==> config.mk <==
export PLATFORM = sky130hd
export DESIGN_NAME = dmx_ctrl
export DESIGN_NICKNAME = d
export VERILOG_FILES = /design/src/rtl/dmx_pkg.sv /design/src/rtl/dmx_ctrl.sv
export SDC_FILE = /design/constraint.sdc
export NUM_CORES = 1
export LEC_CHECK = 0
export BUFFER_PORTS_ARGS = -buffer_cell sky130_fd_sc_hd__buf_2
export CAP_MARGIN = 15
export CELL_PAD_IN_SITES_DETAIL_PLACEMENT = 0
export CELL_PAD_IN_SITES_GLOBAL_PLACEMENT = 1
export CORE_MARGIN = 5
export CORE_UTILIZATION = 48
export CTS_CLUSTER_SIZE = 10
export DETAILED_ROUTE_END_ITERATION = 7
export PLACE_DENSITY_LB_ADDON = 0.1
export SLEW_MARGIN = 5
export SYNTH_ARGS = -nofsm -noshare
export SYNTH_HDL_FRONTEND = slang
export SYNTH_SLANG_ARGS = --single-unit
==> constraint.sdc <==
create_clock -name sys_clk -period 4 [get_ports sys_clk]
set_clock_uncertainty 0.15 [all_clocks]
set_input_delay 0.8 -clock sys_clk [delete_from_list [all_inputs] [get_ports sys_clk]]
set_output_delay 0.8 -clock sys_clk [all_outputs]
set_load 0.01 [all_outputs]
==> src/rtl/dmx_pkg.sv <==
// package for the demux control registers and hot-plug timer
package dmx_pkg;
  // two-wire bus address: 1011, two straps, 1, r/w
  localparam logic [3:0] ADDR_FIXED_HI  = 4'hb;
  localparam logic       ADDR_FIXED_LO  = 1'b1;
  // register indexes (standby/routing has no printed index)
  localparam logic [7:0] IDX_STANDBY_ROUTING = 8'h00;
  localparam logic [7:0] IDX_RX_TUNING       = 8'h01;
  localparam logic [7:0] IDX_TX_SHAPING      = 8'h02;
  localparam logic [7:0] IDX_VENDOR_REV      = 8'h03;
  localparam logic [7:0] IDX_HOTPLUG         = 8'h04;
  localparam logic [7:0] RST_REG             = 8'h00;
  // arbitrary identity values, not a real vendor code
  localparam logic [3:0] VENDOR_CODE   = 4'ha;
  localparam logic [3:0] REVISION_CODE = 4'h2;
  // field positions
  localparam int STANDBY_BIT   = 7;
  localparam int SEL_HI        = 6;
  localparam int SWPULSE_BIT   = 2;
  localparam int PWRDN_BIT     = 1;
  localparam int IRQ_BIT       = 0;
  localparam int POL_BIT       = 7;
  localparam int DDC_BIT       = 6;
  localparam int NOPULSE_BIT   = 5;
  localparam int TX_RSVD_BIT   = 0;
  // port select codes
  localparam logic [1:0] SEL_PORT1 = 2'h0;
  localparam logic [1:0] SEL_OFF   = 2'h1;
  localparam logic [1:0] SEL_PORT2 = 2'h2;
  localparam logic [1:0] SEL_AUTO  = 2'h3;
  // timebase
  localparam int CLK_HZ        = 125_000_000;
  localparam int CYC_PER_US    = CLK_HZ / 1_000_000;
  localparam int TICK_US       = 1000;
  localparam int TICK_CYC      = CYC_PER_US * TICK_US;
  // times in ms, counted in 1 ms ticks
  localparam int IRQ_PULSE_MS_SHORT = 2;
  localparam int IRQ_PULSE_MS_LONG  = 4;
  localparam int UNPLUG_MS          = 125;
  localparam int SWITCH_MS_SLOW     = 256;
  localparam int SWITCH_MS_FAST     = 128;
  localparam int PWRDN_MS_SLOW      = 1024;
  localparam int PWRDN_MS_FAST      = 516;
  localparam int SCALE_NUM_MINUS    = 3;
  localparam int SCALE_NUM_PLUS     = 5;
  localparam int SCALE_DEN          = 4;
  localparam int TEST_MS            = 1;

  typedef enum logic [2:0] {BUS_IDLE, BUS_ADDR, BUS_IDX, BUS_WDATA, BUS_RDATA} dmx_bus_st_t;

  typedef struct packed {
    logic       standby;
    logic [1:0] route;       // 00 none, 01 port1, 10 port2
    logic [2:0] equalizer_level;
    logic       tx_double_term;
    logic [2:0] tx_preemph;
    logic [1:0] tx_swing;
    logic       tx_fast_edge;
    logic       ddc_passive;
  } dmx_analog_t;
endpackage : dmx_pkg

==> src/rtl/dmx_ctrl.sv <==
// two-wire register bank and hot-plug timing engine
`timescale 1ns/10ps
module dmx_ctrl
  import dmx_pkg::*;
(
  // clock and reset
  input  wire logic        sys_clk,
  input  wire logic        resetn,
  // two-wire bus pins, enables low while driving
  input  wire logic        scl_in,
  input  wire logic        sda_in,
  output logic             sda_out,
  output logic             sda_oe_n,
  input  wire logic        address_strap_high,
  input  wire logic        address_strap_low,
  // hot-plug
  input  wire logic        port1_hotplug_in,
  input  wire logic        port2_hotplug_in,
  input  wire logic        output_enable_low,
  output logic             source_hotplug_out,
  // analog controls
  output dmx_analog_t      analog,
  output logic             powered_down
);
  logic [7:0]  ctrl_r, rx_r, tx_r, hp_r;
  dmx_bus_st_t bus_st_r;
  logic        scl_d_r, sda_d_r, scl_dd_r, sda_dd_r;
  logic [7:0]  shift_r, idx_r, rdata_r;
  logic [3:0]  bit_cnt_r;
  logic        ack_phase_r;

  function automatic logic [7:0] reg_read(input logic [7:0] idx, input logic [7:0] st);
    unique case (idx)
      IDX_STANDBY_ROUTING: reg_read = ctrl_r;
      IDX_RX_TUNING:       reg_read = rx_r;
      IDX_TX_SHAPING:      reg_read = tx_r;
      IDX_VENDOR_REV:      reg_read = {VENDOR_CODE, REVISION_CODE};
      IDX_HOTPLUG:         reg_read = {hp_r[7:4], st[3:0]};
      default:             reg_read = 8'h00;
    endcase
  endfunction : reg_read

  // bus pins sampled twice to find edges
  always_ff @(posedge sys_clk) begin
    if (!resetn) begin
      scl_d_r  <= 1'b1;
      sda_d_r  <= 1'b1;
      scl_dd_r <= 1'b1;
      sda_dd_r <= 1'b1;
    end else begin
      scl_d_r  <= scl_in;
      sda_d_r  <= sda_in;
      scl_dd_r <= scl_d_r;
      sda_dd_r <= sda_d_r;
    end
  end

  logic start_c, stop_c, rise_c, fall_c;
  assign start_c = scl_d_r && scl_dd_r && !sda_d_r && sda_dd_r;
  assign stop_c  = scl_d_r && scl_dd_r && sda_d_r && !sda_dd_r;
  assign rise_c  = scl_d_r && !scl_dd_r;
  assign fall_c  = !scl_d_r && scl_dd_r;

  logic [7:0] status_c, byte_c;
  assign status_c = {4'h0, port2_hotplug_in, 1'b0, port1_hotplug_in, 1'b0};
  assign byte_c   = {shift_r[6:0], sda_d_r};

  logic wr_en_c;
  assign wr_en_c = (bus_st_r == BUS_WDATA) && rise_c && !ack_phase_r && bit_cnt_r == 4'h7;

  // bus protocol engine
  always_ff @(posedge sys_clk) begin
    if (!resetn) begin
      bus_st_r    <= BUS_IDLE;
      shift_r     <= 8'h00;
      idx_r       <= 8'h00;
      rdata_r     <= 8'h00;
      bit_cnt_r   <= 4'h0;
      ack_phase_r <= 1'b0;
      sda_out     <= 1'b1;
      sda_oe_n    <= 1'b1;
    end else if (start_c) begin
      bus_st_r    <= BUS_ADDR;
      bit_cnt_r   <= 4'h0;
      ack_phase_r <= 1'b0;
      sda_oe_n    <= 1'b1;
    end else if (stop_c) begin
      bus_st_r <= BUS_IDLE;
      sda_oe_n <= 1'b1;
    end else if (bus_st_r != BUS_IDLE) begin
      if (rise_c && !ack_phase_r && bus_st_r != BUS_RDATA) begin
        shift_r   <= byte_c;
        bit_cnt_r <= bit_cnt_r + 4'h1;
      end
      if (rise_c && ack_phase_r && bus_st_r == BUS_RDATA && sda_d_r) begin
        // master nack ends the read
        bus_st_r <= BUS_IDLE;
      end
      if (fall_c) begin
        if (ack_phase_r) begin
          ack_phase_r <= 1'b0;
          bit_cnt_r   <= 4'h0;
          sda_oe_n    <= 1'b1;
          if (bus_st_r == BUS_RDATA) begin
            sda_out  <= rdata_r[7];
            sda_oe_n <= rdata_r[7];
            rdata_r  <= {rdata_r[6:0], 1'b0};
            bit_cnt_r <= 4'h1;
          end
        end else if (bit_cnt_r == 4'h8) begin
          ack_phase_r <= 1'b1;
          unique case (bus_st_r)
            BUS_ADDR: begin
              if (shift_r[7:4] == ADDR_FIXED_HI && shift_r[3] == address_strap_high
                  && shift_r[2] == address_strap_low && shift_r[1] == ADDR_FIXED_LO) begin
                sda_out  <= 1'b0;
                sda_oe_n <= 1'b0;
                bus_st_r <= shift_r[0] ? BUS_RDATA : BUS_IDX;
                rdata_r  <= reg_read(idx_r, status_c);
              end else begin
                bus_st_r <= BUS_IDLE;
              end
            end
            BUS_IDX: begin
              idx_r    <= shift_r;
              bus_st_r <= BUS_WDATA;
              sda_out  <= 1'b0;
              sda_oe_n <= 1'b0;
            end
            BUS_WDATA: begin
              sda_out  <= 1'b0;
              sda_oe_n <= 1'b0;
              idx_r    <= idx_r + 8'h01;
            end
            BUS_RDATA: begin
              sda_oe_n <= 1'b1;
              idx_r    <= idx_r + 8'h01;
            end
            default: bus_st_r <= BUS_IDLE;
          endcase
        end else if (bus_st_r == BUS_RDATA) begin
          sda_out   <= rdata_r[7];
          sda_oe_n  <= rdata_r[7];
          rdata_r   <= {rdata_r[6:0], 1'b0};
          bit_cnt_r <= bit_cnt_r + 4'h1;
        end
      end
      if (bus_st_r == BUS_RDATA && ack_phase_r && fall_c)
        rdata_r <= reg_read(idx_r, status_c) << 1;
    end
  end

  // register writes
  always_ff @(posedge sys_clk) begin
    if (!resetn) begin
      ctrl_r <= RST_REG;
      rx_r   <= RST_REG;
      tx_r   <= RST_REG;
      hp_r   <= RST_REG;
    end else if (wr_en_c) begin
      unique case (idx_r)
        IDX_STANDBY_ROUTING: ctrl_r <= byte_c;
        IDX_RX_TUNING:       rx_r   <= byte_c;
        IDX_TX_SHAPING:      tx_r   <= {byte_c[7:1], 1'b0};
        IDX_HOTPLUG:         hp_r   <= {byte_c[7:4], 4'h0};
        default: ;
      endcase
    end
  end

  // millisecond tick
  logic [16:0] tick_cnt_r;
  logic        tick_c;
  // test mode ticks every clock: ms counts become cycles, short enough to exercise
  assign tick_c = rx_r[4:3] == 2'h3 || tick_cnt_r == 17'(TICK_CYC - 1);
  always_ff @(posedge sys_clk) begin
    if (!resetn) tick_cnt_r <= '0;
    else tick_cnt_r <= tick_c ? '0 : tick_cnt_r + 17'h1;
  end

  function automatic logic [11:0] scale_ms(input int ms, input logic [1:0] mode);
    unique case (mode)
      2'h0: scale_ms = 12'(ms);
      2'h1: scale_ms = 12'(ms * SCALE_NUM_MINUS / SCALE_DEN);
      2'h2: scale_ms = 12'(ms * SCALE_NUM_PLUS / SCALE_DEN);
      default: scale_ms = 12'(ms * TEST_MS);
    endcase
  endfunction : scale_ms

  logic [11:0] irq_ms_c, unplug_ms_c, switch_ms_c, pwrdn_ms_c;
  // irq limit, unplug delay, switch pulse, power-down delay
  assign irq_ms_c = scale_ms(rx_r[IRQ_BIT] ? IRQ_PULSE_MS_LONG : IRQ_PULSE_MS_SHORT, rx_r[4:3]);
  assign unplug_ms_c = scale_ms(UNPLUG_MS, rx_r[4:3]);
  assign switch_ms_c = scale_ms(rx_r[SWPULSE_BIT] ? SWITCH_MS_FAST : SWITCH_MS_SLOW, rx_r[4:3]);
  assign pwrdn_ms_c = scale_ms(rx_r[PWRDN_BIT] ? PWRDN_MS_FAST : PWRDN_MS_SLOW, rx_r[4:3]);

  // per-port debounced plug state: low shorter than the irq limit is irq only
  logic [1:0]  hp_in_c, plugged_r;
  logic [11:0] low_ms_r [2];
  assign hp_in_c = {port2_hotplug_in, port1_hotplug_in};
  for (genvar p = 0; p < 2; p++) begin : g_port
    always_ff @(posedge sys_clk) begin
      if (!resetn) begin
        low_ms_r[p]  <= '0;
        plugged_r[p] <= 1'b0;
      end else if (hp_in_c[p]) begin
        low_ms_r[p]  <= '0;
        plugged_r[p] <= 1'b1;
      end else if (tick_c) begin
        if (low_ms_r[p] >= irq_ms_c) plugged_r[p] <= 1'b0;
        else low_ms_r[p] <= low_ms_r[p] + 12'h1;
      end
    end
  end

  logic [1:0] route_c;
  always_comb begin
    unique case (ctrl_r[SEL_HI -: 2])
      SEL_PORT1: route_c = 2'h1;
      SEL_OFF:   route_c = 2'h0;
      SEL_PORT2: route_c = 2'h2;
      default:   route_c = plugged_r[0] ? 2'h1 : (plugged_r[1] ? 2'h2 : 2'h0);
    endcase
  end

  logic [1:0]  route_r, plug_d_r;
  logic [11:0] pulse_ms_r, unplug_ms_r, pwr_ms_r;
  logic        sel_hp_c, src_level_r, pd_r;
  assign sel_hp_c = (route_r == 2'h1) ? plugged_r[0] : (route_r == 2'h2) ? plugged_r[1] : 1'b0;
  logic        pulse_load_c;
  assign pulse_load_c = (route_c != route_r
                         && !(hp_r[NOPULSE_BIT] && ctrl_r[SEL_HI -: 2] != SEL_AUTO))
                        || (plugged_r & ~plug_d_r) != 2'h0;

  // switch pulse, unplug propagation, power-down timers
  always_ff @(posedge sys_clk) begin
    if (!resetn) begin
      route_r     <= 2'h0;
      plug_d_r    <= 2'h0;
      pulse_ms_r  <= '0;
      unplug_ms_r <= '0;
      pwr_ms_r    <= '0;
      src_level_r <= 1'b0;
      pd_r        <= 1'b0;
    end else begin
      route_r  <= route_c;
      plug_d_r <= plugged_r;
      // low pulse on switch or plug-in
      if (pulse_load_c)
        pulse_ms_r <= switch_ms_c;
      else if (tick_c && pulse_ms_r != '0)
        pulse_ms_r <= pulse_ms_r - 12'h1;
      if (sel_hp_c) begin
        unplug_ms_r <= '0;
        src_level_r <= pulse_ms_r == '0;
      end else if (tick_c) begin
        if (unplug_ms_r >= unplug_ms_c) src_level_r <= 1'b0;
        else unplug_ms_r <= unplug_ms_r + 12'h1;
      end
      // no one-cycle high while a new pulse is being loaded
      if (pulse_ms_r != '0 || pulse_load_c) src_level_r <= 1'b0;
      if (plugged_r != 2'h0) begin
        pwr_ms_r <= '0;
        pd_r     <= 1'b0;
      end else if (tick_c) begin
        if (pwr_ms_r >= pwrdn_ms_c) pd_r <= 1'b1;
        else pwr_ms_r <= pwr_ms_r + 12'h1;
      end
    end
  end

  // outputs; polarity applies after timing
  always_ff @(posedge sys_clk) begin
    if (!resetn) begin
      source_hotplug_out <= 1'b0;
      powered_down       <= 1'b1;
      analog             <= '0;
    end else begin
      source_hotplug_out <= src_level_r ^ hp_r[POL_BIT];
      powered_down <= ctrl_r[STANDBY_BIT] || output_enable_low || pd_r;
      analog.standby <= ctrl_r[STANDBY_BIT];
      analog.route   <= ctrl_r[STANDBY_BIT] ? 2'h0 : route_r;
      analog.equalizer_level <= rx_r[7:5];
      analog.tx_double_term <= tx_r[7];
      analog.tx_preemph     <= tx_r[6:4];
      analog.tx_swing       <= tx_r[3:2];
      analog.tx_fast_edge   <= tx_r[1];
      analog.ddc_passive    <= hp_r[DDC_BIT];
    end
  end

  AST_TX_RSVD_ZERO:
    assert property (@(posedge sys_clk) disable iff (!resetn) tx_r[TX_RSVD_BIT] == 1'b0)
      else $error("tx reserved bit set");
  AST_POL:
    assert property (@(posedge sys_clk) disable iff (!resetn)
      1'b1 |=> source_hotplug_out == ($past(src_level_r) ^ $past(hp_r[POL_BIT])))
      else $error("polarity wrong");
  AST_PULSE_LOW:
    assert property (@(posedge sys_clk) disable iff (!resetn)
      pulse_ms_r != '0 |=> src_level_r == 1'b0) else $error("pulse not low");
  AST_LOAD_LOW:
    assert property (@(posedge sys_clk) disable iff (!resetn)
      pulse_load_c |=> src_level_r == 1'b0) else $error("high before switch pulse");
  AST_STANDBY:
    assert property (@(posedge sys_clk) disable iff (!resetn)
      ctrl_r[STANDBY_BIT] |=> powered_down && analog.route == 2'h0)
      else $error("standby ignored");
  AST_HP_LOW_NIBBLE:
    assert property (@(posedge sys_clk) disable iff (!resetn) hp_r[3:0] == 4'h0)
      else $error("status bits stored");
  AST_IRQ_KEEP:
    assert property (@(posedge sys_clk) disable iff (!resetn)
      plugged_r[0] && low_ms_r[0] < irq_ms_c |=> plugged_r[0]) else $error("irq dropped port");
  AST_PWR:
    assert property (@(posedge sys_clk) disable iff (!resetn)
      plugged_r != 2'h0 |=> !pd_r) else $error("powered down while plugged");
  AST_AUTO_PRIO:
    assert property (@(posedge sys_clk) disable iff (!resetn)
      ctrl_r[SEL_HI -: 2] == SEL_AUTO && plugged_r[0] |-> route_c == 2'h1)
      else $error("auto priority wrong");
endmodule : dmx_ctrl

==> run summary, run 1 <==
Dividing total power by cell area gives a power density of 393 nW/um^2. The die is 140 um wide. The minimum setup slack in the final design is 0.530 ns. The floorplan has 47 rows. The final critical path takes up 86.7% of the cycle. Wires add up to 19,800 um. The area growth from synthesis to layout works out to 12.1%.

Max-capacitance violation count: 0. Startpoint of the worst register-to-register path: rx_r[3]$_SDFFE_PN0P_. The clock reaches the later pin of the worst-skew pair after 0.43 ns. Of all flip-flops after synthesis, the portion carrying an async set or reset was 0%. The tools report the final weighted congestion in routability-driven placement as 0.850. The logs give 0.53 ns for the worst reg-to-reg setup slack and 2 for the maximum buffer depth of the clock tree. After the last flow step, the layout net total stands at 969.

The part of the Yosys area used for sequential elements is 43.6%, and the worst-case headroom to the max-slew limit is 25.7%. The run gives 6,696 as the overall via count from detail_route. During placement, the flow inserted port buffers numbering 26. The largest fanout of any net on the critical path works out to 19. In the final layout, the multi-input gates occupy 4380 um^2. Data arrives at the worst endpoint at 3.66 ns. For this run, the detailed router's first-pass iteration total came to 5. TritonCTS built the clock tree. Post-CTS timing repair inserted 0 buffers for setup.

Detailed placement ended at an HPWL of 14,200 um. The register bit count reported by yosys works out to 166. The number of buffers created by CTS was 17; the initial antenna violation count was 0. After detailed routing, the number of vias per cell comes to 5.77. In this run, post-CTS repair resized a total of 0 instances.

The path with the worst hold slack has its endpoint at pd_r$_SDFFE_PP0P_. For the final routed database, the setup TNS stands at 0 ns. Class of the most critical setup path: reg2reg. The transition time at the pin with the least slew margin is 1.11 ns. IR analysis of the VDD net gives a maximum drop of 0.000302 V. For the highest clock frequency the design can meet, the log shows 288 MHz. The root buffer cell chosen for the clock tree is clkbuf_16. The H-tree was split into 4 levels. Once detail routing completed, the nets flagged for antenna violations numbered 0. The die is 140 um tall. For this design the static power due to leakage is 0.00355 uW.

STA classifies the critical path endpoint as a flip-flop. The tools report the launch point of the worst hold path as pd_r$_SDFFE_PP0P_. The cell count after synthesis came out at 900. Entering global routing, the biggest net connects 55 pins. In this run, synthesis inferred 24 flip-flops with an integrated enable. Setup violations remaining at the end of the flow were counted as 0.

In the routed design, unresolved DRC markers number 0. Initial detailed-routing violation count: 520. The share of layout cells above drive strength 1 was 8.94%; the data required time at the worst endpoint was 4.19 ns. Counting cells, the worst reg-to-reg path comes to 11. The worst setup path is launched from a flip-flop.

After synthesis, the netlist uses 76 different library cells. Buffers inserted to repair hold after CTS numbered 0. Dividing the detail-routed wire length by the instance count gives 17.1 um. At the placement stage, the worst setup path has a slack of 0.549 ns. The number of primary I/O pins is 27. The total standard cell area after synthesis was 8170 um^2. Global routing used 20.3% of the available tracks. The endpoint identified for the worst register-to-register timing path is pwr_ms_r[5]$_SDFFE_PP0P_.

Die footprint: 19,700 um^2. The run finished with clean final reports. The logs give 166 for the sink count of the clock tree and 0 for the final number of hold-violating endpoints.

Setup repair after global routing left no endpoint under its margin. The register cell area after layout was 3560 um^2; the number of cells on the worst hold path was 2. The initial standard-cell utilization of the core is 49.1%. The first global-routing pass estimated 32,800 um of wire. The core region is 16,600 um^2. The min-delay analysis places its worst path in the category reg2reg. The run gives 0 as the residual overflow from global routing.

The fill cell total of the finished layout is 1,517, and the mean instance size in the synthesized netlist is 9.07 um^2. The smallest clock period supported by the final layout is computed as 3.47 ns. The clock edge transition at the registers on the reported setup and hold paths was 0.07 ns. The number of global-route vias before repair came out at 6,415. Yosys printed 0 warnings. The repair_antennas step left the layout with diodes totalling 0. Among all flip-flop cells after synthesis, the most frequent one is dfxtp_1. The run gives 0 as the final max-slew violation count.
Yosys cell counts (10+ instances only):
cell | number | area share, %
nand2_1 | 65 | 3.0
nor2b_1 | 10 | 0.77
nor2_1 | 99 | 4.6
mux2i_1 | 56 | 6.9
nand2b_1 | 19 | 1.5
nor4_1 | 14 | 1.1
ha_1 | 33 | 5.1
o31ai_1 | 12 | 1.1
nand3_1 | 42 | 2.6
inv_1 | 29 | 1.3
o21ai_0 | 20 | 1.2
xor2_1 | 10 | 1.1
a31oi_1 | 14 | 1.1
a21oi_1 | 36 | 2.2
edfxtp_1 | 24 | 8.8
xnor2_1 | 15 | 1.6
and3_1 | 12 | 0.92
clkbuf_1 | 36 | 1.7
nor3_1 | 15 | 0.92
nand4_1 | 15 | 1.1
a21o_1 | 10 | 0.92
or4_1 | 13 | 1.2
and2_1 | 14 | 1.1
dfxtp_1 | 142 | 35
o21ai_1 | 23 | 1.4
stage by stage:
step / cells / instance area [um^2] / hold WS (ns) / utilization, % / total power, uW
floorplan: 915 / 8220 / 0.266 / - / 1870
global placement: 1128 / 8530 / 0.287 / 51.3 / 1900
detailed placement: 1128 / 8530 / 0.278 / 51.3 / 1910
CTS: 1160 / 9150 / 0.299 / 55.0 / 3620
global route: 1160 / 9150 / 0.315 / 55.0 / 3720
finish: 1160 / 9150 / 0.295 / 55.0 / 3600
flip-flops by register name, summed over array words and instances, names as in the netlist, 7 cells and up:
name and flops:
low_ms_r 24, tick_cnt_r 17, analog 14, pulse_ms_r 12
pwr_ms_r 12, unplug_ms_r 12, ctrl_r 8, idx_r 8
rdata_r 8, rx_r 8, shift_r 8, tx_r 7
critical path, cell delays in order, from the launching register on:
cell	delay, ns
dfxtp_1	0.40
inv_1	0.09
ha_1	0.37
or2_2	0.37
nand2_1	0.12
o21a_1	0.13
ha_1	0.23
a21o_1	0.16
a211o_1	0.32
a21o_1	0.34
or4_1	0.53
a21oi_1	0.17
layout by cell type (no fill, tap or decap), types with 12 or more instances in the layout:
cell type	instances
nand4_1	15
nor4_1	14
nand2b_1	19
nand3_1	42
or4_1	13
dfxtp_1	142
clkbuf_16	17
and3_1	12
xnor2_1	15
edfxtp_1	24
nor2_1	99
inv_1	29
a21oi_1	36
o21ai_1	23
a31oi_1	14
mux2i_1	56
conb_1	16
o31ai_1	12
and2_1	14
o21ai_0	20
nand2_1	65
nor3_1	15
buf_2	26
ha_1	33
report_power, final:
group          internal, uW  switching, uW
clock network           968            755
logic                  40.9           82.2
registers              1720           25.3
total                  2730            862
layer usage:
| layer | part of all wire [%] | vias up | wire, um | track usage, % |
|---|---|---|---|---|
| met3 | 4.3 | 17 | 850 | 4.16 |
| met1 | 49 | 3240 | 9760 | 28.8 |
| met2 | 46 | 141 | 9030 | 31.8 |
| met4 | 0.87 | 0 | 173 | 4.59 |
| met5 | 0 | - | 0 | 0 |
| li1 | - | 3298 | - | - |
worst max path at each step:
stage	start	end	slack, ns	depth (start not counted)
floorplan	rx_r[3]$_SDFFE_PN0P_	pwr_ms_r[4]$_SDFFE_PP0P_	0.96	11
global placement	rx_r[3]$_SDFFE_PN0P_	pwr_ms_r[6]$_SDFFE_PP0P_	0.71	11
detailed placement	rx_r[3]$_SDFFE_PN0P_	pwr_ms_r[6]$_SDFFE_PP0P_	0.55	11
CTS	rx_r[3]$_SDFFE_PN0P_	pwr_ms_r[4]$_SDFFE_PP0P_	0.54	11
global route	rx_r[3]$_SDFFE_PN0P_	pwr_ms_r[5]$_SDFFE_PP0P_	0.29	11
finish	rx_r[3]$_SDFFE_PN0P_	pwr_ms_r[5]$_SDFFE_PP0P_	0.53	11
logic make-up after synthesis:
logic type / Yosys count / synth area share, %
buffers and inverters: 74 / 3.46
XOR/XNOR: 25 / 2.68
multiplexers: 59 / 7.28
other: 1 / 0.0459
AO/OA/AOI/OAI: 175 / 14.1
AND/OR/NAND/NOR: 367 / 23.7
flip-flops: 166 / 43.6
adder cells (fa/ha/maj): 33 / 5.06
layout make-up:
cell class	count	area share (%)
inverters	33	1.35
repair buffers	34	2.08
well taps	220	3.01
multi-input cells	675	47.8
clock buffers	18	4.80
flip-flops and latches	166	38.9
clock inverters	14	2.01
Note: power is estimated with default switching activity, not from simulation.
==> run 2: changes to the inputs <==
--- a/config.mk
+++ b/config.mk
@@ -13,7 +13,9 @@
 export CORE_UTILIZATION = 48
 export CTS_CLUSTER_SIZE = 10
 export DETAILED_ROUTE_END_ITERATION = 7
+export GPL_ROUTABILITY_DRIVEN = 0
 export PLACE_DENSITY_LB_ADDON = 0.1
+export RECOVER_POWER = 50
 export SLEW_MARGIN = 5
 export SYNTH_ARGS = -nofsm -noshare
 export SYNTH_HDL_FRONTEND = slang
==> run summary, run 2 (synthesis results as in run 1) <==
In this run, the clock network consumes 48.0% of the power. After layout, the minimum clock period comes to 3.49 ns. 27 I/O pins were placed. The final-stage net count is 969, and the highest clock frequency the design can meet is 286 MHz. The detail route stage leaves a number of antenna-violating nets equal to 0.

STA classifies the critical path endpoint as a flip-flop. Dividing the detail-routed wire length by the instance count gives 17.1 um. TritonCTS built the clock tree. The flow ran to the end, and the final reports show no timing, DRC or antenna violations. The sink count of the clock tree is 166. The run gives 0 as the final max-slew violation count.

The fraction of power consumed by sequential logic is 48.6%, and the clock latency on the worst-skew pair is 0.43 ns. The largest registers in the layout are low_ms_r x24, tick_cnt_r x17, analog x14. The first global-routing pass estimated 32,800 um of wire. The overall routing resource usage was 20.3%; the vias per cell was 5.79. The library cell used most frequently in the layout, excluding fill and tap cells, is dfxtp_1.

The number of clock buffers added by TritonCTS is 17. Of the cells placed in the final design, the portion with a size suffix greater than 1 is 6.38%. Of the total power, combinational logic draws 3.4%. Data arrives at the worst endpoint at 3.68 ns.

The run gives 0 as the number of instances resized during post-cts repair. The class of the most critical setup path was reg2reg. Walking the worst path, the cells encountered are inv_1 -> ha_1 -> or2_2 -> nand2_1 -> o21a_1 -> ha_1 -> a21o_1 -> a211o_1 -> a21o_1 -> or4_1 -> a21oi_1. In this run, post-CTS hold repair placed 0 buffers.

At the pin with the least slew margin, the transition time is 1.21 ns. Critical path's top delay family: compound AO/OA/AOI/OAI gates. The final hold slack came out at 0.294 ns.

The tools report the net switching component of the power as 865 uW. The slowest stage of the critical path belongs to the cell or4_1. VDD sags by at most 0.000301 V.

The library cells used most frequently in the layout, excluding fill and tap cells, are dfxtp_1 (142), nor2_1 (99), nand2_1 (66). From synthesis to final layout, the design area changed by 11.6%. For this configuration, the core starts out at a cell density of 49.1%.

Setup violations remaining at the end of the flow were counted as 0. The data required time at the worst endpoint is 4.19 ns, and the maximum number of pins on one net before global-route repair is 55. Headroom to the max-slew limit came out at 19.6%.

The logs give 0 for the final number of hold-violating endpoints and 0 for the DRC violation count after routing. The number of buffer and inverter instances along the worst setup path is 1, and the residual overflow from global routing is 0. The run gives 0 ns as the sum of negative setup slack.

The type of the worst min-delay path was reg2reg. Buffers placed on the I/O ports in this run total 26. The run gives 4 as the maximum level of the CTS H-tree. The tools report the internal power component as 2730 uW.

In this run switching power makes up 24.0% of total power. Clock-pin slew was measured on the worst setup and hold paths at 0.07 ns. The areal power density over the cells was 395 nW/um^2. Along the worst path, the maximum fanout reaches 19. For this run, the slowest stage of the critical path takes 0.54 ns.

Max-cap violations in this run came to 0. The share of the clock period used by the worst path after layout was 87.3%; the sum of net half-perimeters after detailed placement was 14,200 um. Nature of the critical path startpoint: a flip-flop. The tools report the overall via count from detail_route as 6,722.

The largest register by flop count is low_ms_r. The fill cell total of the finished layout was 1,534. Setup repair after global routing left no endpoint under its margin. The buffer cell driving the clock tree root was clkbuf_16. The register with the most flip-flops in the layout has 24 of them. Summed over all layers, the routed wires come to 19,800 um. The floorplan step defined a die boundary enclosing 19,700 um^2. The final core utilization was 54.7%; the iteration count of the initial detailed-routing pass was 5. The tools report the maximum buffer depth of the clock tree as 2. The standby leakage power is 0.00346 uW. The die extent in x works out to 140 um. The detailed router finished its first iteration with 482 violations. From bottom edge to top edge, the die measures 140 um. The initialized floorplan defines 47 standard-cell rows. The number of antenna diodes is 0.

In this run the post-CTS setup repair buffer count came out at 0. The tools report the number of global-route vias before repair as 6,415. After floorplanning, the core was sized to cover 16,600 um^2.

The tools report the initial antenna violation count as 0.
[run 2: cell types whose count changed in the layout (fill, tap and decap cells not counted), moves of 3 or more]
cell      before  now
clkbuf_1       0   21
buf_2         26    7
and2_0         0   10
and2_1        14    4
buf_4          8    5
[run 2: area by class of cell]
type                    count  area [um^2]  area share [%]
clock buffers              18          439            4.82
clock inverters            14          184            2.02
inverters                  33          124            1.36
multi-input cells         675         4370            47.9
flip-flops and latches    166         3560            39.1
well taps                 220          275            3.02
repair buffers             34          156            1.72
[run 2: per-layer routing]
layer / global-route usage (%) / part of all wire, % / up-vias / routed length [um]
li1: - / - / 3297 / -
met1: 28.8 / 49 / 3247 / 9710
met2: 31.8 / 46 / 160 / 9070
met3: 4.16 / 4.4 / 18 / 873
met4: 4.59 / 0.96 / 0 / 191
met5: 0 / 0 / - / 0
[run 2: power groups by stage]
stage | sequential [uW] | combinational (uW) | clock [uW]
global placement | 1780 | 118 | 0
floorplan | 1780 | 91.1 | 0
CTS | 1750 | 122 | 1750
global route | 1750 | 136 | 1820
finish | 1750 | 121 | 1730
detailed placement | 1790 | 122 | 0
[run 2: path summary, 6_finish.rpt]
check | startpoint | to | slack (ns) | cells after the start
hold / removal | pd_r$_SDFFE_PP0P_ | pd_r$_SDFFE_PP0P_ | 0.29 | 2
setup reg to reg | rx_r[3]$_SDFFE_PN0P_ | pwr_ms_r[4]$_SDFFE_PP0P_ | 0.51 | 11
setup / recovery | rx_r[3]$_SDFFE_PN0P_ | pwr_ms_r[4]$_SDFFE_PP0P_ | 0.51 | 11
hold reg to reg | pd_r$_SDFFE_PP0P_ | pd_r$_SDFFE_PP0P_ | 0.29 | 2
[run 2: through the flow]
step	total power, uW	worst slack, ns	cells	instance area, um^2
finish	3600	0.507	1160	9110
global route	3710	0.289	1160	9110
CTS	3620	0.543	1160	9150
detailed placement	1910	0.549	1128	8530
global placement	1900	0.705	1128	8530
floorplan	1870	0.961	915	8220
[run 2: worst min-delay path, cell delays in order, from the launching register on]
cell	delay, ns
dfxtp_1	0.31
inv_1	0.04
a21oi_1	0.05
